File: src/hw/gpb_params.svh
// Constants for the four-bit general purpose port block
// Function
// RULE_01: Four bidirectional pins, each with direction, latch and analog-select bits.
// RULE_02: Direction bit one disables the pin driver; pin is an input.
// RULE_03: Direction bit zero enables the driver, driving the latch bit.
// RULE_04: Port data read returns pin levels; a write updates the latch.
// RULE_05: Port writes are read-modify-write: sample pins, merge, store into latch.
// RULE_06: Direction bits govern drivers regardless of analog select.
// RULE_07: Analog-select one makes digital reads of that pin return zero.
// RULE_08: Analog select never affects output; an analog output pin keeps driving.
// RULE_09: After reset all analog-select bits are set; software clears them.
// RULE_10: Latch register reads stored bits; unimplemented upper bits read zero.
`ifndef GPB_PARAMS_SVH
`define GPB_PARAMS_SVH
`define GPB_PIN_COUNT 4
`define GPB_OFS_PORT 8'h00
`define GPB_OFS_DIR 8'h04
`define GPB_OFS_LATCH 8'h08
`define GPB_OFS_ANALOG 8'h0C
`define GPB_RST_DIR 4'hF
`define GPB_RST_LATCH 4'h0
`define GPB_RST_ANALOG 4'hF
`endif

File: src/hw/gpb_pkg.sv
// Types shared by the port block
package gpb_pkg;
	typedef logic [3:0] gpb_pins_t;
	typedef enum logic [1:0] {
		GPB_REG_PORT = 2'h0,
		GPB_REG_DIR = 2'h1,
		GPB_REG_LATCH = 2'h2,
		GPB_REG_ANALOG = 2'h3
	} gpb_reg_e;
endpackage

File: src/hw/gpb_pin_cell.sv
// Pin driver and digital input gating for the port
`timescale 1ns/1ps
module gpb_pin_cell
	import gpb_pkg::*;
(
	input wire gpb_pins_t pinDirectionBits,
	input wire gpb_pins_t outputLatchBits,
	input wire gpb_pins_t analogSelectBits,
	input wire gpb_pins_t padIn,
	output gpb_pins_t padOut,
	output gpb_pins_t padOe,
	output gpb_pins_t digitalIn
);
	// Analog select deliberately absent from the driver path
	assign padOe = ~pinDirectionBits; // [RULE_02] [RULE_03] [RULE_06] [RULE_08]
	assign padOut = outputLatchBits; // [RULE_03]
	assign digitalIn = padIn & ~analogSelectBits; // [RULE_07]
endmodule

File: src/hw/gpb_port.sv
// Four-bit general purpose port with an AHB-Lite register slave
`timescale 1ns/1ps
`include "gpb_params.svh"
module gpb_port
	import gpb_pkg::*;
(
	input wire logic clk_sys,
	input wire logic sys_rst,
	input wire logic hsel,
	input wire logic [31:0] haddr,
	input wire logic [1:0] htrans,
	input wire logic hwrite,
	input wire logic [2:0] hsize,
	input wire logic [31:0] hwdata,
	input wire logic hready,
	output logic [31:0] hrdata,
	output logic hreadyout,
	output logic hresp,
	input wire gpb_pins_t padIn,
	output gpb_pins_t padOut,
	output gpb_pins_t padOe
);
	gpb_pins_t pinDirectionBits_ff, outputLatchBits_ff, analogSelectBits_ff; // [RULE_01]
	gpb_pins_t digitalIn;
	logic wrPend_ff;
	gpb_reg_e wrReg_ff;
	logic [31:0] hrdata_ff;

	function automatic gpb_reg_e decodeReg(input logic [31:0] addr);
		return gpb_reg_e'(addr[3:2]);
	endfunction

	function automatic logic [31:0] padWord(input gpb_pins_t v);
		return {28'h0000000, v};
	endfunction

	// Unmapped addresses in the page alias nothing: only words 0..3 decode
	wire addrHit = (haddr[31:4] == 28'h0000000);
	wire accept = hsel && hready && htrans[1] && addrHit;
	wire wrAccept = accept && hwrite;
	wire rdAccept = accept && !hwrite;
	wire gpb_reg_e addrReg = decodeReg(haddr);

	gpb_pin_cell u_pin_cell (
		.pinDirectionBits(pinDirectionBits_ff),
		.outputLatchBits(outputLatchBits_ff),
		.analogSelectBits(analogSelectBits_ff),
		.padIn(padIn),
		.padOut(padOut),
		.padOe(padOe),
		.digitalIn(digitalIn)
	);

	// Read-modify-write: pins outside the write mask keep their sampled level.
	// Only whole words arrive, so the mask spans all four pins; a narrower
	// mask would store analog pins back as zero, a known hazard of the scheme
	wire gpb_pins_t wrMask = 4'hF;
	wire gpb_pins_t portMerge = (digitalIn & ~wrMask) | (hwdata[3:0] & wrMask); // [RULE_05]
	wire wrLatch = wrPend_ff && (wrReg_ff == GPB_REG_PORT || wrReg_ff == GPB_REG_LATCH);
	wire wrDir = wrPend_ff && (wrReg_ff == GPB_REG_DIR);
	wire wrAnalog = wrPend_ff && (wrReg_ff == GPB_REG_ANALOG);
	wire gpb_pins_t latchSrc = (wrReg_ff == GPB_REG_PORT) ? portMerge : hwdata[3:0];
	wire gpb_pins_t nxt_latch = wrLatch ? latchSrc : outputLatchBits_ff; // [RULE_04] [RULE_05]
	wire gpb_pins_t nxt_dir = wrDir ? hwdata[3:0] : pinDirectionBits_ff;
	wire gpb_pins_t nxt_analog = wrAnalog ? hwdata[3:0] : analogSelectBits_ff;

	wire logic [31:0] rdMux =
		(addrReg == GPB_REG_PORT) ? padWord(digitalIn) : // [RULE_04] [RULE_07]
		(addrReg == GPB_REG_DIR) ? padWord(pinDirectionBits_ff) :
		(addrReg == GPB_REG_LATCH) ? padWord(outputLatchBits_ff) : // [RULE_10]
		padWord(analogSelectBits_ff);

	// Write target held over into the data phase, where hwdata stands
	wire logic nxt_wrPend = wrAccept;
	wire gpb_reg_e nxt_wrReg = wrAccept ? addrReg : wrReg_ff;
	wire logic [31:0] nxt_hrdata = rdAccept ? rdMux : 32'h00000000;

	always_ff @(posedge clk_sys or posedge sys_rst) begin
		if (sys_rst) begin
			wrPend_ff <= 1'b0;
		end else begin
			wrPend_ff <= nxt_wrPend;
		end
	end

	always_ff @(posedge clk_sys or posedge sys_rst) begin
		if (sys_rst) begin
			wrReg_ff <= GPB_REG_PORT;
		end else begin
			wrReg_ff <= nxt_wrReg;
		end
	end

	always_ff @(posedge clk_sys or posedge sys_rst) begin
		if (sys_rst) begin
			hrdata_ff <= 32'h00000000;
		end else begin
			hrdata_ff <= nxt_hrdata;
		end
	end

	always_ff @(posedge clk_sys or posedge sys_rst) begin
		if (sys_rst) begin
			pinDirectionBits_ff <= `GPB_RST_DIR;
		end else begin
			pinDirectionBits_ff <= nxt_dir;
		end
	end

	always_ff @(posedge clk_sys or posedge sys_rst) begin
		if (sys_rst) begin
			outputLatchBits_ff <= `GPB_RST_LATCH;
		end else begin
			outputLatchBits_ff <= nxt_latch;
		end
	end

	always_ff @(posedge clk_sys or posedge sys_rst) begin
		if (sys_rst) begin
			analogSelectBits_ff <= `GPB_RST_ANALOG; // [RULE_09]
		end else begin
			analogSelectBits_ff <= nxt_analog;
		end
	end

	assign hrdata = hrdata_ff;
	assign hreadyout = 1'b1;
	assign hresp = 1'b0;

	a_drive_follows_dir: assert property (@(posedge clk_sys) // [RULE_02]
		disable iff (sys_rst) padOe == ~pinDirectionBits_ff)
		else $error("driver enable mismatch");

	a_out_is_latch: assert property (@(posedge clk_sys) // [RULE_03]
		disable iff (sys_rst) padOut == outputLatchBits_ff)
		else $error("pin output not latch");

	a_analog_reads_zero: assert property (@(posedge clk_sys) // [RULE_07]
		disable iff (sys_rst) rdAccept && addrReg == GPB_REG_PORT |=>
		(hrdata[3:0] & $past(analogSelectBits_ff)) == 4'h0)
		else $error("analog pin read nonzero");

	a_port_reads_pins: assert property (@(posedge clk_sys) // [RULE_04]
		disable iff (sys_rst) rdAccept && addrReg == GPB_REG_PORT |=>
		hrdata == {28'h0000000, $past(padIn & ~analogSelectBits_ff)})
		else $error("port read not pin level");

	a_port_write_latch: assert property (@(posedge clk_sys) // [RULE_05]
		disable iff (sys_rst) wrAccept && addrReg == GPB_REG_PORT |=>
		##1 outputLatchBits_ff == $past(hwdata[3:0]))
		else $error("port write lost");

	a_analog_keeps_drive: assert property (@(posedge clk_sys) // [RULE_06] [RULE_08]
		disable iff (sys_rst) (analogSelectBits_ff != 4'h0) |-> padOe == ~pinDirectionBits_ff)
		else $error("analog select changed driver");

	a_latch_read_back: assert property (@(posedge clk_sys) // [RULE_10]
		disable iff (sys_rst) rdAccept && addrReg == GPB_REG_LATCH |=>
		hrdata == {28'h0000000, $past(outputLatchBits_ff)})
		else $error("latch read wrong");

	a_reset_analog: assert property (@(posedge clk_sys) // [RULE_09]
		$fell(sys_rst) |-> analogSelectBits_ff == 4'hF)
		else $error("analog not set");

	a_width_four: assert property (@(posedge clk_sys) // [RULE_01]
		disable iff (sys_rst) rdAccept |=> hrdata[31:4] == 28'h0000000)
		else $error("upper bits nonzero");

	a_ready_okay: assert property (@(posedge clk_sys)
		disable iff (sys_rst) hreadyout && !hresp)
		else $error("slave not ready or not okay");

	a_idle_read_zero: assert property (@(posedge clk_sys) // [RULE_10]
		disable iff (sys_rst) !rdAccept |=> hrdata == 32'h00000000)
		else $error("read data outside read");

	a_dir_write: assert property (@(posedge clk_sys) // [RULE_02]
		disable iff (sys_rst) wrDir |=> pinDirectionBits_ff == $past(hwdata[3:0]))
		else $error("direction write lost");

	a_analog_write: assert property (@(posedge clk_sys) // [RULE_07]
		disable iff (sys_rst) wrAnalog |=> analogSelectBits_ff == $past(hwdata[3:0]))
		else $error("analog select write lost");

	a_latch_holds: assert property (@(posedge clk_sys) // [RULE_04]
		disable iff (sys_rst) !wrLatch |=> $stable(outputLatchBits_ff))
		else $error("latch changed without write");

	a_dir_holds: assert property (@(posedge clk_sys) // [RULE_02]
		disable iff (sys_rst) !wrDir |=> $stable(pinDirectionBits_ff))
		else $error("direction changed without write");

	a_analog_holds: assert property (@(posedge clk_sys) // [RULE_09]
		disable iff (sys_rst) !wrAnalog |=> $stable(analogSelectBits_ff))
		else $error("analog select changed without write");

	a_digital_in_gated: assert property (@(posedge clk_sys) // [RULE_07]
		disable iff (sys_rst) (digitalIn & analogSelectBits_ff) == 4'h0)
		else $error("analog pin seen as digital");

	a_reset_values: assert property (@(posedge clk_sys) // [RULE_09]
		$fell(sys_rst) |-> pinDirectionBits_ff == `GPB_RST_DIR &&
		outputLatchBits_ff == `GPB_RST_LATCH && hrdata == 32'h00000000)
		else $error("reset values wrong");

	a_dir_read_back: assert property (@(posedge clk_sys) // [RULE_02]
		disable iff (sys_rst) rdAccept && addrReg == GPB_REG_DIR |=>
		hrdata == {28'h0000000, $past(pinDirectionBits_ff)})
		else $error("direction read wrong");

	a_analog_read_back: assert property (@(posedge clk_sys) // [RULE_09]
		disable iff (sys_rst) rdAccept && addrReg == GPB_REG_ANALOG |=>
		hrdata == {28'h0000000, $past(analogSelectBits_ff)})
		else $error("analog select read wrong");

	c_port_write: cover property (@(posedge clk_sys) wrAccept && addrReg == GPB_REG_PORT);
	c_analog_clear: cover property (@(posedge clk_sys)
		wrPend_ff && wrReg_ff == GPB_REG_ANALOG && hwdata[3:0] == 4'h0);
	c_port_read: cover property (@(posedge clk_sys) rdAccept && addrReg == GPB_REG_PORT);
	c_analog_output: cover property (@(posedge clk_sys)
		(analogSelectBits_ff & ~pinDirectionBits_ff) != 4'h0);
	c_back_to_back: cover property (@(posedge clk_sys) wrPend_ff && accept);
endmodule

File: config.mk
export PLATFORM = sky130hd
export DESIGN_NAME = gpb_port
export DESIGN_NICKNAME = d
export VERILOG_FILES = /design/src/hw/gpb_pkg.sv /design/src/hw/gpb_pin_cell.sv /design/src/hw/gpb_port.sv
export VERILOG_INCLUDE_DIRS = /design/src /design/src/hw
export SDC_FILE = /design/constraint.sdc
export NUM_CORES = 1
export LEC_CHECK = 0
export ABC_AREA = 1
export BUFFER_PORTS_ARGS = -buffer_cell sky130_fd_sc_hd__buf_2
export CAP_MARGIN = 15
export CELL_PAD_IN_SITES_DETAIL_PLACEMENT = 2
export CELL_PAD_IN_SITES_GLOBAL_PLACEMENT = 2
export CORE_MARGIN = 2
export CORE_UTILIZATION = 17
export CTS_BUF_LIST = sky130_fd_sc_hd__clkbuf_8
export DETAILED_ROUTE_END_ITERATION = 10
export PLACE_DENSITY_LB_ADDON = 0.08
export SYNTH_ARGS = -nofsm -noshare
export SYNTH_HDL_FRONTEND = slang
export SYNTH_SLANG_ARGS = --single-unit
File: constraint.sdc
create_clock -name clk_sys -period 1.25 [get_ports clk_sys]
set_input_delay 0.0625 -clock clk_sys [delete_from_list [all_inputs] [get_ports clk_sys]]
set_output_delay 0.0625 -clock clk_sys [all_outputs]
set_load 0.01 [all_outputs]
# Word level (Yosys, flattened, before mapping)
# Index checks and enable logic that the tools add are counted.
[totals] out_inout_bits=42 reg_bits=19 word_cells=31 inputBits=78
[classes] n_reduce_logical=13 n_mux=4 eq_ne=5 bitwise_logic=3
[ops] cell="$logic_not 28->1" count=1
[ops] cell="$mux 4" count=4
[ops] cell="$logic_and 1x1->1" count=8
[ops] cell="$not 4->4" count=2
[ops] cell="$eq 2x2->1 const B" count=3
[ops] cell="$and 4x4->4" count=1
[ops] cell="$eq 2x1->1 const B" count=2
[ops] cell="$logic_not 2->1" count=2
[ops] cell="$logic_not 1->1" count=1
[ops] cell="$logic_or 1x1->1" count=1

# Depth between registers and ports, before layout
# Gate-level depths: netlist of the first run.
[depth] depth_word=5 mapped_depth=9 ltp_nobuf=9

# Modules after synthesis
# Synthesis of the first run repeated with hierarchy kept, for this count alone.
[hier_totals] cells_unflattened=173 area_unflattened_um2=1276.2
[by_module_without_submodules] module="gpb_port" n_inst=1 seq_area_each_um2=485.5 area_each_um2=1191.1 cells_per_inst=157
[by_module_without_submodules] module="gpb_pin_cell" n_inst=1 seq_area_each_um2=0.0 area_each_um2=85.1 cells_per_inst=16

# Worst setup path before layout of the first run
# Ideal clock, no wire load.
[synth_path] path_kind="register to register" startpoint="register pinDirectionBits_ff[0]" endpoint="register hrdata_ff[0] (netlist: hrdata[0])" required_time_ns=1.179 setup_time_ns=0.071 n_path_buf=0 path_stages_with_launch=7 setup_slack_ns=0.254 synth_period_minus_slack_ns=0.996 arrival_ns=0.925 cell_sequence="dfstp_2 > inv_1 > nand2_1 > nand3_1 > o22ai_1 > inv_1 > nor2_1"
[synth_between] elab_chain_len=3
[synth_lines] item="from (decl)" line_no="gpb_port.sv:23" source="gpb_pins_t pinDirectionBits_ff, outputLatchBits_ff, analogSelectBits_ff;"
[synth_lines] item="from (signal assigned)" line_no="gpb_port.sv:104" source="pinDirectionBits_ff <= `GPB_RST_DIR;"
[synth_lines] item="from (signal assigned)" line_no="gpb_port.sv:106" source="pinDirectionBits_ff <= nxt_dir;"
[synth_lines] item="$mux 4" line_no="gpb_port.sv:69" source="(addrReg == GPB_REG_DIR) ? padWord(pinDirectionBits_ff) :"
[synth_lines] item="$mux 4" line_no="gpb_port.sv:68" source="(addrReg == GPB_REG_PORT) ? padWord(digitalIn) :"
[synth_lines] item="$mux 4" line_no="gpb_port.sv:76" source="wire logic [31:0] nxt_hrdata = rdAccept ? rdMux : 32'h00000000;"
[synth_lines] item="net nxt_hrdata[0]" line_no="gpb_port.sv:76"
[synth_lines] item="to (signal assigned)" line_no="gpb_port.sv:98" source="hrdata_ff <= nxt_hrdata;"
[synth_lines] item="to (decl)" line_no="gpb_port.sv:27" source="logic [31:0] hrdata_ff;"
# The timed path passes the listed nets, and every way through them passes these cells.
# A chain may end at the register's enable or synchronous reset.

# Worst setup path after layout of the first run
[layout_path] startpoint="register pinDirectionBits_ff[3]" endpoint="register hrdata_ff[3] (netlist: hrdata[3])"
# Same word-level chain as after synthesis.

==> impl_summary.txt, run 1 <==
----------------------------------------------------
[Clock tree]
  Post-cts resize count ... 0
  Worst-skew pair later-pin latency ... 260 ps
  CTS Root Buffer Type ... clkbuf_8
  Clock tree from TritonCTS ... done
  Total CTS buffers ... 3
  TritonCTS sink count ... 19
  Max clock buf depth ... 2
  Number of H-tree levels ... 1
  Clock slew at reported path FFs ... 80 ps

[Yosys]
  Post-synth design cell area ... 1250 um2
  Most frequent cell after synthesis ... nand2_1
  Cell variety after synth ... 18
  Leading area contributor after synthesis ... dfrtp_1
  Synth async-reset ratio ... 100%
  Post-synth top cells ... nand2_1, buf_4, nor2_1, inv_1, o21ai_0
  Register bit total from synthesis ... 19
  Yosys warnings ... 0
  Fraction of post-synthesis cell area in the top cell type by area ... 22.0%
  Prevailing post-synth register cell ... dfrtp_1
  Average footprint of a synthesized cell ... 7.30 um2
  Fraction of the yosys area taken by sequential cells ... 38.9%
  Number of enable-type register cells in the synthesized netlist ... 0
  Cells taking the most area after synthesis ... dfrtp_1, buf_4, dfstp_2, nand2_1, nor2_1
  Instance count of the mapped netlist ... 171

[Hold path]
  Type of the tightest min-delay check ... in -> reg

[Critical path]
  Number of buffers and inverters on the critical path ... 2
  Family with the most delay on the worst path ... flip-flops
  Critical-path maximum fanout ... 2
  Required time at the endpoint of the critical path ... 1440 ps
  Critical Path End Type ... flop
  Arrival time reported for the critical path endpoint ... 1300 ps
  Sort of element at the start of the critical path ... flop
  Top cell by count, worst path ... inv_1
  Critical path class ... reg -> reg
  Cell at the slowest stage of the critical path ... dfstp_2
  Cells along the critical path ... inv_1, nand2_1, nand3_1, o22ai_1, inv_1, nor2_1
  Delay contributed by the slowest stage of the critical path ... 540 ps

[Detailed routing]
  Number of DRC violations after detailed routing ... 0
  WL final ... 3.61 mm
  Number of routed nets with antenna violations ... 0
  Drt first-iter violations ... 25
  Per-cell routed wire length ... 11.0 um
  Detailed Routing Iterations Pass 1 ... 2
  Overall via count from detail_route ... 1177
  Average vias per placed instance ... 3.60

[Global routing]
  GRT Util Overall ... 9.10%
  Wire length of the first global-routing pass ... 6.00 mm
  Vias in the first global route ... 1256
  Antenna violations before repair ... 0
  Maximum number of pins on one net before global-route repair ... 20
  Total congestion overflow after global routing ... 0

[Timing]
  FMAX ... 896 MHz
  Post-route clock period utilization ... 89.2%
  Number of endpoints with negative hold slack in the final report ... 0
  Final setup fails ... 0
  Worst setup skew after layout ... 5.43 ps
  Pins over their slew limit ... 0
  Total negative slack ... 0 ps
  Final hold slack ... 67.6 ps
  Min Clock Period, post-route ... 1120 ps
  RSZ-0062 raised after global routing ... false

[Floorplan]
  Vertical extent of the die ... 89.7 um
  CORE AREA ... 7180 um2
  Die Span X ... 89.7 um
  Site Rows ... 31
  Effective utilization at floorplan ... 17.4%
  Die Area ... 8050 um2
  I/O pin count ... 120

[Status]
  Status ... complete, no violations

[Placed design]
  Final HPWL DP ... 2.93 mm
  Routability-driven placement congestion ratio ... 0.637
  Buffers on Ports ... 55
  Post-Place Cell Area ... 1520 um2

[Layout]
  Post-layout utilization of the core ... 22.0%
  Final net count ... 307
  Relative area change from synthesis to final layout ... 26.2%
  Antenna fix cells ... 0
  Proportion of layout cells with a drive suffix above 1 ... 32.0%
  Post-route cell area ... 1580 um2

[Pwr]
  Static leakage ... 0.953 nW
  VDD IR max ... 0.000233 V
  Pwr/cell area ... 791 nW/um2

[Flow run]
  Max_cap viols ... 0

----------------------------------------------------
## worst min-delay path, cell delays in order
cell	delay [ps]
buf_2	90
inv_1	70
o21ai_0	90
## registers in the layout (all words and copies together) (netlist names)
name and count:
analogSelectBits_ff 4, hrdata 4, outputLatchBits_ff 4, pinDirectionBits_ff 4, wrReg_ff 2, wrPend_ff 1
## placed cells by master, fill, tap and decap left out, types with 2 or more instances in the layout
cell / count
clkbuf_8: 3
dfrtp_1: 11
nor2_1: 25
o21ai_0: 12
nand2_2: 2
nand2_1: 35
nor3_1: 3
inv_4: 2
dfstp_2: 8
nand3_1: 10
buf_2: 55
inv_1: 22
conb_1: 30
o22ai_1: 3
## per-layer routing
metal  routed length (um)  track usage (%)  vias to the layer above  part of all wire [%]
met4                   27             2.69                        0                  0.75
li1                     -                -                      580                     -
met1                 1620             11.7                      544                    45
met3                  238             1.42                        2                   6.6
met2                 1720             15.7                       51                    48
met5                    0                0                        -                     0
## what timing repair did
| action | 4_1_cts | 5_1_grt |
|---|---|---|
| hold buffers | 1 | 0 |
| hold endpoints to repair | 11 | 0 |
| setup buffers | 0 | 0 |
## cell type report
cell class                 count  area, um2
fill                         904       5600
multi-input combinational    125        537
sequential                    19        485
timing repair buffer          57        293
tap                           99        124
inverter                      23       91.3
clock buffer                   3       41.3
clock inverter                 1       3.75
## final timing paths
kind | startpoint | endpoint | slack (ps) | cells after the start
setup / recovery | pinDirectionBits_ff[3] | hrdata[3] | 130 | 6
hold / removal | hwdata[2] | pinDirectionBits_ff[2] | 70 | 3
setup reg to reg | pinDirectionBits_ff[3] | hrdata[3] | 130 | 6
hold reg to reg | analogSelectBits_ff[0] | analogSelectBits_ff[0] | 500 | 2
max in group asynchronous | sys_rst | analogSelectBits_ff[0] | 600 | 4
min in group asynchronous | sys_rst | hrdata[2] | 370 | 4
## per-stage QoR
| stage | std cells | power, mW | setup slack (ps) |
|---|---|---|---|
| after CTS | 327 | 1.27 | 132 |
| after floorplan | 199 | 0.799 | 254 |
| after global routing | 327 | 1.31 | 33.2 |
| final | 327 | 1.25 | 135 |
| after global placement | 322 | 0.813 | 144 |
| after detailed placement | 322 | 0.816 | 153 |
## logic make-up after synthesis
kind of cell           Yosys count  synth area share [%]
AO/OA/AOI/OAI                   18                  7.92
flip-flops                      19                  38.9
other                            2                 0.601
AND/OR/NAND/NOR                 77                  26.1
buffers and inverters           55                  26.6
## report_power, final
| group | total [mW] | switching (mW) | internal [mW] |
|---|---|---|---|
| logic | 0.190 | 0.120 | 0.0700 |
| clock network | 0.440 | 0.222 | 0.219 |
| registers | 0.616 | 0.00000000510 | 0.616 |
| total | 1.25 | 0.341 | 0.904 |
Note: power is estimated with default switching activity, not from simulation.
==> inputs of run 2 (changes only) <==
==> constraint.sdc (replaced) <==
create_clock -name clk_sys -period 1.25 [get_ports clk_sys]
set_input_delay 0.375 -clock clk_sys [delete_from_list [all_inputs] [get_ports clk_sys]]
set_output_delay 0.375 -clock clk_sys [all_outputs]
set_load 0.01 [all_outputs]
==> run 2 against run 1 <==
The run now ends with setup timing left. Clock skew is 2.0 ps lower. Worst hold slack improved by 64 ps. Critical path type is now reg -> out. Final area grew 5.5%. Maximum frequency shrank 16%. Routed wire length increased by 2.6%. Sequential cell count unchanged. Via count decreased by 0.59%. First-iteration DRC count is 24% lower. Non-clock buffer count rose by 4. Worst setup slack got worse by 210 ps. Clock power shrank 1%. Cell count rose by 1.2%.
==> impl_summary.txt, run 2 (synthesized netlist as in run 1, its figures left out) <==
----------------------------------------------------
[Layout]
  Final net count ... 311
  Proportion of layout cells with a drive suffix above 1 ... 37.5%
  Footprint of the flip-flops and latches ... 485 um2
  Commonest cells after routing, fill and taps aside ... buf_2, nand2_1, conb_1, nor2_1, inv_1
  Post-layout utilization of the core ... 23.2%
  Most common library cell in the layout ignoring fill and taps ... buf_2
  Area used by multi-input combinational logic ... 558 um2
  Antenna fix cells ... 0
  Relative area change from synthesis to final layout ... 33.1%
  Count of filler cells inserted in the layout ... 880

[Hold path]
  Type of the tightest min-delay check ... in -> async

[Pwr]
  Static leakage ... 0.983 nW
  Sequential power share ... 49.3%
  Net switching power ... 338 uW
  Proportion of power drawn by the clock network ... 34.8%
  Pwr/cell area ... 751 nW/um2
  Part of the power in combinational logic ... 15.9%
  Internal power contribution ... 910 uW
  VDD IR max ... 0.000289 V
  Net Sw Frac ... 27.1%

[Critical path]
  Required time at the endpoint of the critical path ... 880 ps
  Sort of element at the start of the critical path ... flop
  Worst flop-to-flop path startpoint ... pinDirectionBits_ff[3]
  Critical-path maximum fanout ... 2
  Reg-to-reg setup timing slack ... 70 ps
  Number of cells on the worst reg-to-reg path ... 7
  Worst reg2reg path endpoint ... hrdata[3]
  Critical path class ... reg -> out
  Arrival time reported for the critical path endpoint ... 950 ps
  Critical Path End Type ... primary output

[Clock tree]
  Total CTS buffers ... 3
  Number of H-tree levels ... 1
  Clock slew at reported path FFs ... 80 ps
  Clock tree from TritonCTS ... done
  Number of buffers inserted by hold repair at cts ... 0
  CTS Root Buffer Type ... clkbuf_8
  Max clock buf depth ... 2
  TritonCTS sink count ... 19
  Worst-skew pair later-pin latency ... 260 ps

[Floorplan]
  CORE AREA ... 7180 um2
  Vertical extent of the die ... 89.7 um
  I/O pin count ... 120
  Site Rows ... 31
  Effective utilization at floorplan ... 17.4%
  Die Area ... 8050 um2
  Die Span X ... 89.7 um

[Timing]
  Pins over their slew limit ... 0
  Number of endpoints with negative hold slack in the final report ... 0
  Total negative slack ... -300 ps
  Smallest setup slack after layout ... -78.9 ps
  Post-route clock period utilization ... 106%
  Min Clock Period, post-route ... 1330 ps
  FMAX ... 752 MHz
  Worst setup skew after layout ... 3.39 ps
  RSZ-0062 raised after global routing ... true
  Final setup fails ... 4

[Global routing]
  Antenna violations before repair ... 0
  Met2 global-route usage ... 15.3%
  GRT Util Overall ... 9.14%
  Wire length of the first global-routing pass ... 5.93 mm
  Total congestion overflow after global routing ... 0
  GR Util met3 ... 2.01%
  Met1 layer usage reported by global route ... 11.8%
  Maximum number of pins on one net before global-route repair ... 20
  Global route hottest layer ... met2
  Vias in the first global route ... 1219

[Placed design]
  Routability-driven placement congestion ratio ... 0.621
  Final HPWL DP ... 2.96 mm
  Buffers on Ports ... 55

[Detailed routing]
  Detailed Routing Iterations Pass 1 ... 4
  Number of DRC violations after detailed routing ... 0
  Drt first-iter violations ... 19
  Average vias per placed instance ... 3.53
  Overall via count from detail_route ... 1170
  Per-cell routed wire length ... 11.2 um
  Number of routed nets with antenna violations ... 0
  WL final ... 3.71 mm

[Status]
  Status ... finished with violations
  Failing checks ... setup timing

[Flow run]
  Max_cap viols ... 0

----------------------------------------------------
==> run 2: per-stage QoR <==
step	power (mW)	hold slack [ps]	cell area (um2)	worst slack (ps)	cells
2_1_floorplan	0.799	320	1350	149	199
6_report	1.25	132	1660	-78.9	331
3_5_place_dp	0.823	429	1540	-182	323
5_1_grt	1.32	181	1660	-120	331
4_1_cts	1.28	140	1630	-99.5	330
3_3_place_gp	0.821	419	1540	-170	323
==> run 2: area by class of cell <==
type,count,share of cell area (%)
Timing Repair Buffer,61,21.5
Multi-Input combinational cell,125,33.6
Inverter,23,5.50
Tap cell,99,7.45
Clock buffer,3,2.48
Sequential cell,19,29.2
Clock inverter,1,0.226
==> run 2: worst max path at each step <==
| stage | startpoint | endpoint | slack, ps | cells after the start |
|---|---|---|---|---|
| 3_3_place_gp | haddr[20] | wrReg_ff[0] | -170 | 9 |
| 6_report | pinDirectionBits_ff[0] | padOe[0] | -80 | 2 |
| 3_5_place_dp | haddr[18] | wrReg_ff[0] | -180 | 9 |
| 5_1_grt | pinDirectionBits_ff[3] | padOe[3] | -120 | 2 |
| 4_1_cts | pinDirectionBits_ff[3] | padOe[3] | -100 | 2 |
| 2_1_floorplan | haddr[22] | wrReg_ff[1] | 150 | 8 |
==> run 2: layer usage <==
| metal | part of all wire (%) | vias to the layer above | wire length, um |
|---|---|---|---|
| li1 | - | 588 | - |
| met1 | 46 | 531 | 1700 |
| met2 | 47 | 49 | 1720 |
| met3 | 7.0 | 2 | 259 |
| met4 | 0.73 | 0 | 27 |
| met5 | 0 | - | 0 |
==> run 2: what timing repair did <==
action | in CTS | in global routing
setup buffers | 3 | 1
endpoints found under the setup margin | 4 | 7
gates resized for setup | 8 | 5
pin swaps | 0 | 9
==> run 2: power by group through the flow <==
stage | sequential (mW) | combinational [mW] | clock (mW)
3_5_place_dp | 0.627 | 0.196 | 0
4_1_cts | 0.616 | 0.197 | 0.467
2_1_floorplan | 0.627 | 0.172 | 0
3_3_place_gp | 0.627 | 0.194 | 0
6_report | 0.616 | 0.198 | 0.434
5_1_grt | 0.616 | 0.225 | 0.479
==> run 2: critical path, cell delays in order, from the launching register on <==
cell and delay [ps]:
dfstp_2 550, inv_2 40, buf_6 110
==> inputs of run 3 (changes only) <==
- RECOVER_POWER: unset -> 100
==> run 3 against run 2 <==
Cell count unchanged. Sequential share of layout area increased by 0.15 points. Combinational power about the same. Maximum frequency about the same. Sequential cell count unchanged. Non-clock buffer count unchanged. Largest power group unchanged. Global-route usage unchanged. Clock power about the same. Utilization decreased by 0.12 points. The run still ends with setup timing left. Final area decreased by 0.53%. Via count about the same. Worst hold slack improved by 91 ps.
==> impl_summary.txt, run 3 (synthesized netlist as in run 1, its figures left out) <==
----------------------------------------------------
[Timing]
  Final setup fails ... 4
  RSZ-0062 raised after global routing ... true
  FMAX ... 752 MHz
  Post-route clock period utilization ... 106%
  Slew at the pin with the worst max-slew slack ... 519 ps
  Worst setup skew after layout ... 2.96 ps
  Relative slew slack ... 65.4%
  Pins over their slew limit ... 0
  Number of endpoints with negative hold slack in the final report ... 0
  Smallest setup slack after layout ... -79.0 ps
  Min Clock Period, post-route ... 1330 ps

[Critical path]
  Number of cells on the worst reg-to-reg path ... 7
  Required time at the endpoint of the critical path ... 880 ps
  Critical path class ... reg -> out
  Cells along the critical path ... inv_2, buf_6
  Sort of element at the start of the critical path ... flop
  Number of logic stages on the critical path including buffering ... 2
  Worst flop-to-flop path startpoint ... pinDirectionBits_ff[3]
  Family with the most delay on the worst path ... flip-flops
  Number of buffers and inverters on the critical path ... 2
  End point of the critical path ... padOe[3]
  Worst reg2reg path endpoint ... hrdata[3]
  Critical Path End Type ... primary output
  Cell at the slowest stage of the critical path ... dfstp_2
  Arrival time reported for the critical path endpoint ... 950 ps
  Critical-path maximum fanout ... 2
  Timing startpoint of the critical path ... pinDirectionBits_ff[3]
  Delay contributed by the slowest stage of the critical path ... 540 ps
  Reg-to-reg setup timing slack ... 70 ps

[Global routing]
  Wire length of the first global-routing pass ... 5.93 mm
  Vias in the first global route ... 1219
  Maximum number of pins on one net before global-route repair ... 20
  Total congestion overflow after global routing ... 0
  Antenna violations before repair ... 0
  GRT Util Overall ... 9.14%

[Detailed routing]
  Average vias per placed instance ... 3.53
  Number of routed nets with antenna violations ... 0
  Per-cell routed wire length ... 11.2 um
  WL final ... 3.72 mm
  Detailed Routing Iterations Pass 1 ... 3
  Overall via count from detail_route ... 1169
  Drt first-iter violations ... 22
  Number of DRC violations after detailed routing ... 0

[Layout]
  Post-layout utilization of the core ... 23.0%
  Most common library cell in the layout ignoring fill and taps ... buf_2
  Final net count ... 311
  Relative area change from synthesis to final layout ... 32.4%
  Area used by multi-input combinational logic ... 558 um2
  Antenna fix cells ... 0
  Count of filler cells inserted in the layout ... 877
  Commonest cells after routing, fill and taps aside ... buf_2, nand2_1, conb_1, nor2_1, inv_1
  Proportion of layout cells with a drive suffix above 1 ... 35.3%
  Footprint of the flip-flops and latches ... 485 um2

[Placed design]
  Routability-driven placement congestion ratio ... 0.621
  Final HPWL DP ... 2.96 mm
  Buffers on Ports ... 55

[Clock tree]
  Number of H-tree levels ... 1
  Worst-skew pair later-pin latency ... 250 ps
  Number of buffers inserted by hold repair at cts ... 0
  Max clock buf depth ... 2
  Total CTS buffers ... 3
  Clock tree from TritonCTS ... done
  CTS Root Buffer Type ... clkbuf_8
  TritonCTS sink count ... 19
  Clock slew at reported path FFs ... 80 ps

[Floorplan]
  Effective utilization at floorplan ... 17.4%
  Die Area ... 8050 um2
  I/O pin count ... 120
  Site Rows ... 31
  Vertical extent of the die ... 89.7 um
  Die Span X ... 89.7 um
  CORE AREA ... 7180 um2

[Hold path]
  Type of the tightest min-delay check ... in -> async

[Pwr]
  Pwr/cell area ... 754 nW/um2
  Static leakage ... 0.968 nW
  VDD IR max ... 0.000288 V
  Overall Power ... 1.25 mW

[Status]
  Failing checks ... setup timing
  Status ... finished with violations

[Flow run]
  Max_cap viols ... 0

----------------------------------------------------
-- run 3: how the worst min path moves through the flow --
stage	start	end	slack, ps
final	sys_rst	outputLatchBits_ff[1]	220
after detailed placement	sys_rst	outputLatchBits_ff[1]	430
after global routing	sys_rst	outputLatchBits_ff[1]	300
after floorplan	sys_rst	hrdata[0]	320
after CTS	sys_rst	outputLatchBits_ff[1]	140
after global placement	sys_rst	outputLatchBits_ff[1]	420
-- run 3: through the flow --
stage	worst slack [ps]	hold WS, ps	setup TNS, ps	instances	cell area (um2)
floorplan	149	320	0	199	1350
global placement	-170	419	-811	323	1540
detailed placement	-182	429	-876	323	1540
CTS	-99.5	140	-370	330	1630
global route	-120	298	-442	331	1650
finish	-79.0	223	-301	331	1650
-- run 3: power breakdown --
part | internal (mW) | total, mW | switching, mW
sequential | 0.616 | 0.616 | 0.00000000562
clock | 0.219 | 0.434 | 0.215
combinational | 0.0751 | 0.197 | 0.122
-- run 3: cell type report --
class                           instances  area share, %
Clock buffer                            3           2.50
Clock inverter                          1          0.227
Inverter                               23           5.53
Sequential cell                        19           29.4
Tap cell                               99           7.49
Timing Repair Buffer                   61           21.1
Multi-Input combinational cell        125           33.8
-- run 3: metal layers --
| metal | GRT usage, % | part of all wire [%] | wire length [um] |
|---|---|---|---|
| met1 | 11.8 | 46 | 1710 |
| met2 | 15.3 | 46 | 1720 |
| met3 | 2.01 | 7.0 | 260 |
| met4 | 2.69 | 0.73 | 27 |
| met5 | 0 | 0 | 0 |
-- run 3: repair_timing --
item | CTS | global route
pin swaps | 0 | 9
buffers inserted | 3 | 1
resized for setup | 8 | 5
cloned | 0 | 0
endpoints found under the setup margin | 4 | 7
endpoints found under the hold margin | 0 | 0
-- run 3: worst register-to-register path, cell delays in order (launching register included) --
cell and delay (ps):
dfstp_2 540, inv_2 50, buf_4 130, nand2_2 60, nand3_2 50, o22ai_1 140
inv_1 60, nor2_1 90
